File: src/etc_pkg.sv
// package for the eight-bit timer with compare units
package etc_pkg;
  localparam int DATA_W = 8;
  localparam logic [7:0] CNT_BOTTOM = 8'h00;
  localparam logic [7:0] CNT_MAX = 8'hFF;
  localparam logic [7:0] RST_BYTE = 8'h00;
  // word byte addresses of the register map
  localparam logic [4:0] ADR_CTRL_A = 5'h00;
  localparam logic [4:0] ADR_CTRL_B = 5'h04;
  localparam logic [4:0] ADR_COUNT = 5'h08;
  localparam logic [4:0] ADR_CMP_A = 5'h0C;
  localparam logic [4:0] ADR_CMP_B = 5'h10;
  localparam logic [4:0] ADR_MASK = 5'h14;
  localparam logic [4:0] ADR_FLAG = 5'h18;
  // control register a fields
  localparam int CA_WGM0 = 0;
  localparam int CA_WGM1 = 1;
  localparam int CA_COMB_LO = 4;
  localparam int CA_COMA_LO = 6;
  // control register b fields
  localparam int CB_CS_LO = 0;
  localparam int CB_WGM2 = 3;
  // flag and mask bit positions
  localparam int FL_OVF = 0;
  localparam int FL_CMPA = 1;
  localparam int FL_CMPB = 2;
  // clock source select codes
  localparam logic [2:0] CS_STOP = 3'h0;
  localparam logic [2:0] CS_DIV1 = 3'h1;
  localparam logic [2:0] CS_DIV8 = 3'h2;
  localparam logic [2:0] CS_DIV64 = 3'h3;
  localparam logic [2:0] CS_DIV256 = 3'h4;
  localparam logic [2:0] CS_DIV1024 = 3'h5;
  localparam logic [2:0] CS_EXT_FALL = 3'h6;
  localparam logic [2:0] CS_EXT_RISE = 3'h7;
  localparam int PRE_W = 10;
  localparam logic [9:0] PRE_M8 = 10'h007;
  localparam logic [9:0] PRE_M64 = 10'h03F;
  localparam logic [9:0] PRE_M256 = 10'h0FF;
  localparam logic [9:0] PRE_M1024 = 10'h3FF;
  // waveform mode codes
  localparam logic [2:0] WM_NORMAL = 3'h0;
  localparam logic [2:0] WM_PC_FF = 3'h1;
  localparam logic [2:0] WM_CTC = 3'h2;
  localparam logic [2:0] WM_FAST_FF = 3'h3;
  localparam logic [2:0] WM_PC_A = 3'h5;
  localparam logic [2:0] WM_FAST_A = 3'h7;
  // compare output mode codes
  localparam logic [1:0] COM_OFF = 2'h0;
  localparam logic [1:0] COM_TOGGLE = 2'h1;
  localparam logic [1:0] COM_CLEAR = 2'h2;
  localparam logic [1:0] COM_SET = 2'h3;

  typedef struct packed {
    logic [1:0] com_a;
    logic [1:0] com_b;
    logic [2:0] waveform_mode;
    logic [2:0] clock_source_select;
  } etc_ctrl_t;
endpackage : etc_pkg

File: src/etc_timer.sv
// eight-bit timer/counter with two compare units and wishbone registers
`timescale 1ns/1ps
module etc_timer #(
  parameter int WIDTH = etc_pkg::DATA_W
) (
  input wire logic core_clk,
  input wire logic rst,
  input wire logic [31:0] wb_adr_i,
  input wire logic [31:0] wb_dat_i,
  output logic [31:0] wb_dat_o,
  input wire logic wb_we_i,
  input wire logic [3:0] wb_sel_i,
  input wire logic wb_cyc_i,
  input wire logic wb_stb_i,
  output logic wb_ack_o,
  output logic wb_err_o,
  input wire logic timer_power_reduction,
  input wire logic external_count_pin,
  input wire logic [2:0] irq_ack,
  output logic [2:0] irq_req,
  output logic compare_output_pin_a,
  output logic compare_output_pin_b,
  output logic bottom,
  output logic top
);
  etc_pkg::etc_ctrl_t ctrl;
  logic [WIDTH-1:0] counter_value;
  logic [WIDTH-1:0] compare_value_a;
  logic [WIDTH-1:0] compare_value_b;
  logic [WIDTH-1:0] buffer_a;
  logic [WIDTH-1:0] buffer_b;
  logic [2:0] timer_mask_register;
  logic [2:0] timer_flag_register;
  logic count_down;
  logic [etc_pkg::PRE_W-1:0] prescale;
  logic [2:0] pin_sync;
  logic pin_level;
  logic pin_rise;
  logic pin_fall;
  logic tick;
  logic block_match;
  logic match_a;
  logic match_b;
  logic pend_a;
  logic pend_b;
  logic buffered;
  logic phase_correct;
  logic top_is_a;
  logic [WIDTH-1:0] top_value;
  logic [WIDTH-1:0] next_count;
  logic next_down;
  logic ovf_event;
  logic at_top;
  logic at_bottom;
  logic access;
  logic wr;
  logic wr_lane0;
  logic hit;
  logic wr_count;
  logic [7:0] wdata;
  logic enabled;

  assign access = wb_cyc_i & wb_stb_i & ~wb_ack_o & ~wb_err_o;
  assign hit = (wb_adr_i[31:5] == 27'h0000000) & (wb_adr_i[1:0] == 2'h0)
      & (wb_adr_i[4:2] <= 3'h6);
  assign wr = access & hit & wb_we_i;
  assign wr_lane0 = wr & wb_sel_i[0];
  assign wdata = wb_dat_i[7:0];
  assign wr_count = wr_lane0 & (wb_adr_i[4:0] == etc_pkg::ADR_COUNT);
  // power reduction held high clears and holds the prescaler at zero and blocks every tick; bus writes still reach the registers
  assign enabled = ~timer_power_reduction;

  // mode decode
  assign buffered = ctrl.waveform_mode[0];
  assign phase_correct = (ctrl.waveform_mode == etc_pkg::WM_PC_FF)
      | (ctrl.waveform_mode == etc_pkg::WM_PC_A);
  assign top_is_a = (ctrl.waveform_mode == etc_pkg::WM_CTC)
      | ctrl.waveform_mode[2];
  assign top_value = top_is_a ? compare_value_a : etc_pkg::CNT_MAX;
  assign at_bottom = (counter_value == etc_pkg::CNT_BOTTOM);
  assign at_top = (counter_value == top_value);
  assign bottom = at_bottom;
  assign top = (counter_value == etc_pkg::CNT_MAX);
  assign match_a = (counter_value == compare_value_a);
  assign match_b = (counter_value == compare_value_b);

  // prescaler free-runs; tick per selected source
  always_ff @(posedge core_clk) begin
    if (rst | ~enabled) begin
      prescale <= '0;
    end else begin
      prescale <= prescale + 10'h001;
    end
  end

  // three-stage sampling of the pin; stage 0 read only by stage 1
  always_ff @(posedge core_clk) begin
    if (rst) begin
      pin_sync <= 3'h0;
    end else begin
      pin_sync <= {pin_sync[1:0], external_count_pin};
    end
  end

  // new level accepted only once stages 1 and 2 agree
  always_ff @(posedge core_clk) begin
    if (rst) begin
      pin_level <= 1'b0;
    end else if (pin_sync[2] == pin_sync[1]) begin
      pin_level <= pin_sync[2];
    end
  end

  assign pin_rise = pin_sync[2] & pin_sync[1] & ~pin_level;
  assign pin_fall = ~pin_sync[2] & ~pin_sync[1] & pin_level;

  always_comb begin
    case (ctrl.clock_source_select)
      etc_pkg::CS_STOP: tick = 1'b0;
      etc_pkg::CS_DIV1: tick = 1'b1;
      etc_pkg::CS_DIV8: tick = (prescale[2:0] == etc_pkg::PRE_M8[2:0]);
      etc_pkg::CS_DIV64: tick = (prescale[5:0] == etc_pkg::PRE_M64[5:0]);
      etc_pkg::CS_DIV256: tick = (prescale[7:0] == etc_pkg::PRE_M256[7:0]);
      etc_pkg::CS_DIV1024: tick = (prescale == etc_pkg::PRE_M1024);
      etc_pkg::CS_EXT_FALL: tick = pin_fall;
      etc_pkg::CS_EXT_RISE: tick = pin_rise;
      default: tick = 1'b0;
    endcase
    if (!enabled) begin
      tick = 1'b0;
    end
  end

  // next counter value and direction per mode
  always_comb begin
    next_count = counter_value;
    next_down = count_down;
    ovf_event = 1'b0;
    if (phase_correct) begin
      if (count_down) begin
        next_count = counter_value - 8'h01;
        if (counter_value == 8'h01 || at_bottom) begin
          next_down = 1'b0;
          ovf_event = 1'b1;
        end
      end else begin
        next_count = counter_value + 8'h01;
        if (counter_value + 8'h01 >= top_value || at_top) begin
          next_down = 1'b1;
        end
      end
      if (at_top && !count_down) begin
        next_count = counter_value - 8'h01;
      end
    end else if (at_top && top_is_a) begin
      next_count = etc_pkg::CNT_BOTTOM;
      next_down = 1'b0;
      ovf_event = ctrl.waveform_mode[0]; // fast pwm overflows at top
    end else begin
      next_count = counter_value + 8'h01;
      next_down = 1'b0;
      ovf_event = (counter_value == etc_pkg::CNT_MAX);
    end
  end

  always_ff @(posedge core_clk) begin
    if (rst) begin
      counter_value <= etc_pkg::RST_BYTE;
      count_down <= 1'b0;
    end else if (wr_count) begin
      counter_value <= wdata;
    end else if (tick) begin
      counter_value <= next_count;
      count_down <= next_down;
    end
  end

  // a counter write hides matches for one timer tick
  always_ff @(posedge core_clk) begin
    if (rst) begin
      block_match <= 1'b0;
    end else if (wr_count) begin
      block_match <= 1'b1;
    end else if (tick) begin
      block_match <= 1'b0;
    end
  end

  // match latched on tick, flag set at the following tick
  always_ff @(posedge core_clk) begin
    if (rst) begin
      pend_a <= 1'b0;
      pend_b <= 1'b0;
    end else if (tick) begin
      pend_a <= match_a & ~block_match & ~wr_count;
      pend_b <= match_b & ~block_match & ~wr_count;
    end
  end

  // control, mask and compare registers
  always_ff @(posedge core_clk) begin
    if (rst) begin
      ctrl <= '0;
      timer_mask_register <= 3'h0;
      buffer_a <= etc_pkg::RST_BYTE;
      buffer_b <= etc_pkg::RST_BYTE;
    end else if (wr_lane0) begin
      case (wb_adr_i[4:0])
        etc_pkg::ADR_CTRL_A: begin
          ctrl.waveform_mode[1:0] <= {wdata[etc_pkg::CA_WGM1],
              wdata[etc_pkg::CA_WGM0]};
          ctrl.com_a <= wdata[etc_pkg::CA_COMA_LO +: 2];
          ctrl.com_b <= wdata[etc_pkg::CA_COMB_LO +: 2];
        end
        etc_pkg::ADR_CTRL_B: begin
          ctrl.waveform_mode[2] <= wdata[etc_pkg::CB_WGM2];
          ctrl.clock_source_select <= wdata[etc_pkg::CB_CS_LO +: 3];
        end
        etc_pkg::ADR_CMP_A: buffer_a <= wdata;
        etc_pkg::ADR_CMP_B: buffer_b <= wdata;
        etc_pkg::ADR_MASK: timer_mask_register <= wdata[2:0];
        default: ;
      endcase
    end
  end

  // active compare registers: direct when unbuffered, else at top/bottom
  always_ff @(posedge core_clk) begin
    if (rst) begin
      compare_value_a <= etc_pkg::RST_BYTE;
      compare_value_b <= etc_pkg::RST_BYTE;
    end else if (!buffered) begin
      compare_value_a <= buffer_a;
      compare_value_b <= buffer_b;
    end else if (tick && (phase_correct ? at_top : at_bottom)) begin
      compare_value_a <= buffer_a;
      compare_value_b <= buffer_b;
    end
  end

  // flags: set wins over any clear in the same cycle
  always_ff @(posedge core_clk) begin
    if (rst) begin
      timer_flag_register <= 3'h0;
    end else begin
      for (int i = 0; i < 3; i++) begin
        if (wr_lane0 && wb_adr_i[4:0] == etc_pkg::ADR_FLAG && wdata[i]) begin
          timer_flag_register[i] <= 1'b0;
        end else if (irq_ack[i]) begin
          timer_flag_register[i] <= 1'b0;
        end
      end
      if (tick && ovf_event) begin
        timer_flag_register[etc_pkg::FL_OVF] <= 1'b1;
      end
      if (tick && pend_a) begin
        timer_flag_register[etc_pkg::FL_CMPA] <= 1'b1;
      end
      if (tick && pend_b) begin
        timer_flag_register[etc_pkg::FL_CMPB] <= 1'b1;
      end
    end
  end

  assign irq_req = timer_flag_register & timer_mask_register;

  // waveform outputs
  function automatic logic wave(input logic cur, input logic [1:0] com,
      input logic m);
    logic r;
    r = cur;
    if (m) begin
      case (com)
        etc_pkg::COM_TOGGLE: r = ~cur;
        etc_pkg::COM_CLEAR: r = 1'b0;
        etc_pkg::COM_SET: r = 1'b1;
        default: r = cur;
      endcase
    end
    return r;
  endfunction : wave

  always_ff @(posedge core_clk) begin
    if (rst) begin
      compare_output_pin_a <= 1'b0;
      compare_output_pin_b <= 1'b0;
    end else if (tick) begin
      if (buffered && !phase_correct && at_top) begin
        // fast pwm restarts the pulse at bottom
        compare_output_pin_a <= (ctrl.com_a == etc_pkg::COM_CLEAR);
        compare_output_pin_b <= (ctrl.com_b == etc_pkg::COM_CLEAR);
      end else begin
        compare_output_pin_a <= wave(compare_output_pin_a, ctrl.com_a,
            match_a & ~block_match);
        compare_output_pin_b <= wave(compare_output_pin_b, ctrl.com_b,
            match_b & ~block_match);
      end
    end
  end

  // wishbone answer, one cycle after the request
  always_ff @(posedge core_clk) begin
    if (rst) begin
      wb_ack_o <= 1'b0;
      wb_err_o <= 1'b0;
      wb_dat_o <= '0;
    end else begin
      wb_ack_o <= access & hit;
      wb_err_o <= access & ~hit;
      wb_dat_o <= '0;
      if (access && hit && !wb_we_i) begin
        case (wb_adr_i[4:0])
          etc_pkg::ADR_CTRL_A: wb_dat_o[7:0] <= {ctrl.com_a, ctrl.com_b,
              2'h0, ctrl.waveform_mode[1:0]};
          etc_pkg::ADR_CTRL_B: wb_dat_o[7:0] <= {4'h0,
              ctrl.waveform_mode[2], ctrl.clock_source_select};
          etc_pkg::ADR_COUNT: wb_dat_o[7:0] <= counter_value;
          etc_pkg::ADR_CMP_A: wb_dat_o[7:0] <= buffered ? buffer_a
              : compare_value_a;
          etc_pkg::ADR_CMP_B: wb_dat_o[7:0] <= buffered ? buffer_b
              : compare_value_b;
          etc_pkg::ADR_MASK: wb_dat_o[7:0] <= {5'h00, timer_mask_register};
          etc_pkg::ADR_FLAG: wb_dat_o[7:0] <= {5'h00, timer_flag_register};
          default: wb_dat_o <= '0;
        endcase
      end
    end
  end
endmodule : etc_timer

File: config.mk
export PLATFORM = sky130hd
export DESIGN_NAME = etc_timer
export DESIGN_NICKNAME = d
export VERILOG_FILES = /design/src/etc_pkg.sv /design/src/etc_timer.sv
export SDC_FILE = /design/constraint.sdc
export NUM_CORES = 1
export LEC_CHECK = 0
export ABC_AREA = 1
export BUFFER_PORTS_ARGS = -buffer_cell sky130_fd_sc_hd__buf_2
export CAP_MARGIN = 20
export CORE_MARGIN = 10
export CORE_UTILIZATION = 50
export DETAILED_ROUTE_END_ITERATION = 6
export PLACE_DENSITY = 0.78
export SLEW_MARGIN = 30
export SYNTH_ARGS = -nofsm -noshare
export SYNTH_HDL_FRONTEND = slang
export SYNTH_SLANG_ARGS = --single-unit
File: constraint.sdc
create_clock -name core_clk -period 2.1 [get_ports core_clk]
set_clock_uncertainty 0.15 [all_clocks]
set_input_delay 0.21 -clock core_clk [delete_from_list [all_inputs] [get_ports core_clk]]
set_output_delay 0.21 -clock core_clk [all_outputs]
set_load 0.1 [all_outputs]
==> results_dict.tcl <==
set metrics [dict create \
    status "complete, but fails checks" \
    violations "negative setup slack" \
    crit_path_end_kind "register" \
    fillCellCount 897 \
    drc_errors 0 \
    pin_count 119 \
    hold_violations 0 \
    cp.required_ps 2270 \
    finalNetCount 1007 \
    yosysWarnings 0 \
    synth_area_leaders "dfxtp_1 (33%), nand2_1 (10%), inv_1 (7.1%)" \
    finalSetupTns_ps -2400 \
    async_flop_share_pct 0 \
    vias 5505 \
    maxCapViolCount 0 \
    avgSynthCellArea_um2 6.73 \
    gp_congestion 0.936 \
    path_cells "inv_1 > nand2_4 > nand2_4 > ha_4 > inv_2 > nand2_2 > inv_2 > nand2_2 > nor2_4 > nand2_4 > nand2_2 > nand3_2 > nand2_4 > buf_8 > o21ai_0 > nor2_1" \
    period_minus_slack_ps 2240 \
    cp.arrival_ps 2400 \
    synth_top_cells_by_count "nand2_1 (146), inv_1 (99), nor2_1 (89)" \
    yosysTopAreaCellShare_pct 32.9 \
    cts.clk_slew.worst_paths_ps 90 \
    powerDensity_mw_per_mm2 457 \
    yosysTopAreaCell "dfxtp_1" \
    max_freq_mhz 447 \
    crit_top_cell "nand2_4" \
    io_buffers 67 \
    yosys.cell_count.top_type "nand2_1" \
    grt-ovfl-total 0 \
    clkLatencyLatePin_ps 370 \
    first_global_vias 5307 \
    initialDrtViolationCount 474 \
    cts_buffer_depth 2 \
    synthesis.instances 777 \
    drt-wirelength-per-cell_um 15.5 \
    syn2layout_area_growth_pct 31.2 \
    slowest_delay_ps 370 \
    clock-sinks 86 \
    path_max_fanout 8 \
    yosys_most_used_dff "dfxtp_1" \
    fp.dieH_um 122 \
    cp_top_family "simple AND/OR/NAND/NOR gates" \
    dieWidth_um 122 \
    first_pass_iters 5 \
    regArea_mm2 0.00175 \
    worst_hold_slack_ps 17.3 \
    route.final.wire_length_um 16300 \
    setup_viol 28 \
    cts_tree "yes" \
    numCtsBuffers 9 \
    grt_pass1_wl_um 25600 \
    irDropWorstVdd_v 0.000295 \
    ctsRootBufferMaster "clkbuf_8" \
    setup_slack_ps -135 \
    path_class "reg -> reg" \
    yosysUniqueCellTypes 44 \
    grt_usage_pct 21.2 \
    hpwl_um 12100 \
    rsz0062_at_grt "yes" \
    multi_input_area_mm2 0.00324 \
    start_util_pct 50.9 \
    worst_path_max_delay_cell "dfxtp_2" \
    antenna_found_initial 0 \
    crit_buf_inv 4 \
    synth_edf_count 0 \
    startpoint_type "register" \
    finalMaxSlewViolations 0 \
    hold_class "in -> reg" \
    rows 37 \
    grt_max_degree 50 \
    synth_area_mm2 0.00523 \
    period_share_pct 106 \
    total_leakage_power_nw 3.06 \
    antenna_cells 0 \
    ys_seq_area_share_pct 32.9 \
    place_ws_ps -83.0 \
    antenna_left 0 \
    drive_gt1_share_pct 31.0 \
    die_area_mm2 0.0149 \
    core_area_mm2 0.0103 \
    htreeDepth 3 \
    synth-seq-cells 86 \
    viasPerCell 5.23 \
]
## power by group
part | internal, W | total, W | switching (W)
clock | 0.000511 | 0.00115 | 0.000635
combinational | 0.0000659 | 0.000353 | 0.000287
sequential | 0.00163 | 0.00163 | 0.00000357
total | 0.00221 | 0.00313 | 0.000925
## stage by stage
| stage | std cells | power, W | instance area [um^2] | utilization [%] |
|---|---|---|---|---|
| 2_1_floorplan | 800 | 0.00196 | 5360 | - |
| 3_3_place_gp | 1015 | 0.00201 | 6070 | 59.0 |
| 3_5_place_dp | 1015 | 0.00201 | 6070 | 59.0 |
| 4_1_cts | 1043 | 0.00314 | 6430 | 62.6 |
| 5_1_grt | 1053 | 0.00323 | 6860 | 66.7 |
| 6_report | 1053 | 0.00313 | 6860 | 66.7 |
## repair_timing
action | 4_1_cts | 5_1_grt
setup buffers | 9 | 9
setup endpoints to repair | 32 | 34
hold endpoints to repair | 4 | 0
gates cloned | 0 | 1
hold buffers | 4 | 0
resized for setup | 27 | 86
pin swaps | 9 | 57
## layout make-up
class,count,share of cell area [%]
Clock inverter,5,0.565
Inverter,105,5.93
Clock buffer,11,2.23
Sequential cell,86,25.4
Tap cell,136,2.48
Timing Repair Buffer,149,16.1
Multi-Input combinational cell,561,47.3
## cell usage in the layout, fill, tap and decap left out, types with 6 or more instances in the layout
cell,instances
nand2_4,8
o21ai_0,66
a21oi_2,8
nand4_1,13
nand2_1,128
clkbuf_8,9
nor3_1,7
nor2_2,18
buf_4,60
o22ai_1,6
buf_2,65
nand3_2,12
inv_1,93
ha_1,11
buf_6,12
conb_1,24
buf_12,6
dfxtp_2,10
nand2_2,17
o21ai_1,9
nand3_1,33
nor2_1,78
dfxtp_1,73
xor2_1,10
inv_2,8
a21oi_1,52
nor2_4,11
## final timing paths
kind	slack [ps]	cells past startpoint	from	endpoint
hold reg to reg	260	2	pin_sync[0]	pin_sync[1]
setup / recovery	-140	16	ctrl[5]	compare_value_b[7]
hold / removal	20	2	rst	pin_level
setup reg to reg	-140	16	ctrl[5]	compare_value_b[7]
## layer usage
layer | track usage, % | vias to the layer above | wire length (um)
met1 | 25.1 | 2503 | 6470
met5 | 0 | - | 0
met3 | 4.59 | 43 | 1190
li1 | - | 2752 | -
met4 | 9.43 | 0 | 548
met2 | 36.1 | 207 | 8100
## state kept, by name (all words and copies together) (netlist names), 8 cells and up
name / cells
compare_value_a: 8
counter_value: 8
buffer_b: 8
wb_dat_o: 8
compare_value_b: 8
prescale: 10
buffer_a: 8
ctrl: 9
## kinds of logic after synthesis
logic type,after synthesis,share of synthesized area [%]
buffers and inverters,154,13.8
XOR/XNOR,15,2.51
AND/OR/NAND/NOR,341,29.9
flip-flops,86,32.9
other,1,0.0717
adder cells (fa/ha/maj),17,4.07
AO/OA/AOI/OAI,163,16.7
Note: power is estimated with default switching activity, not from simulation.
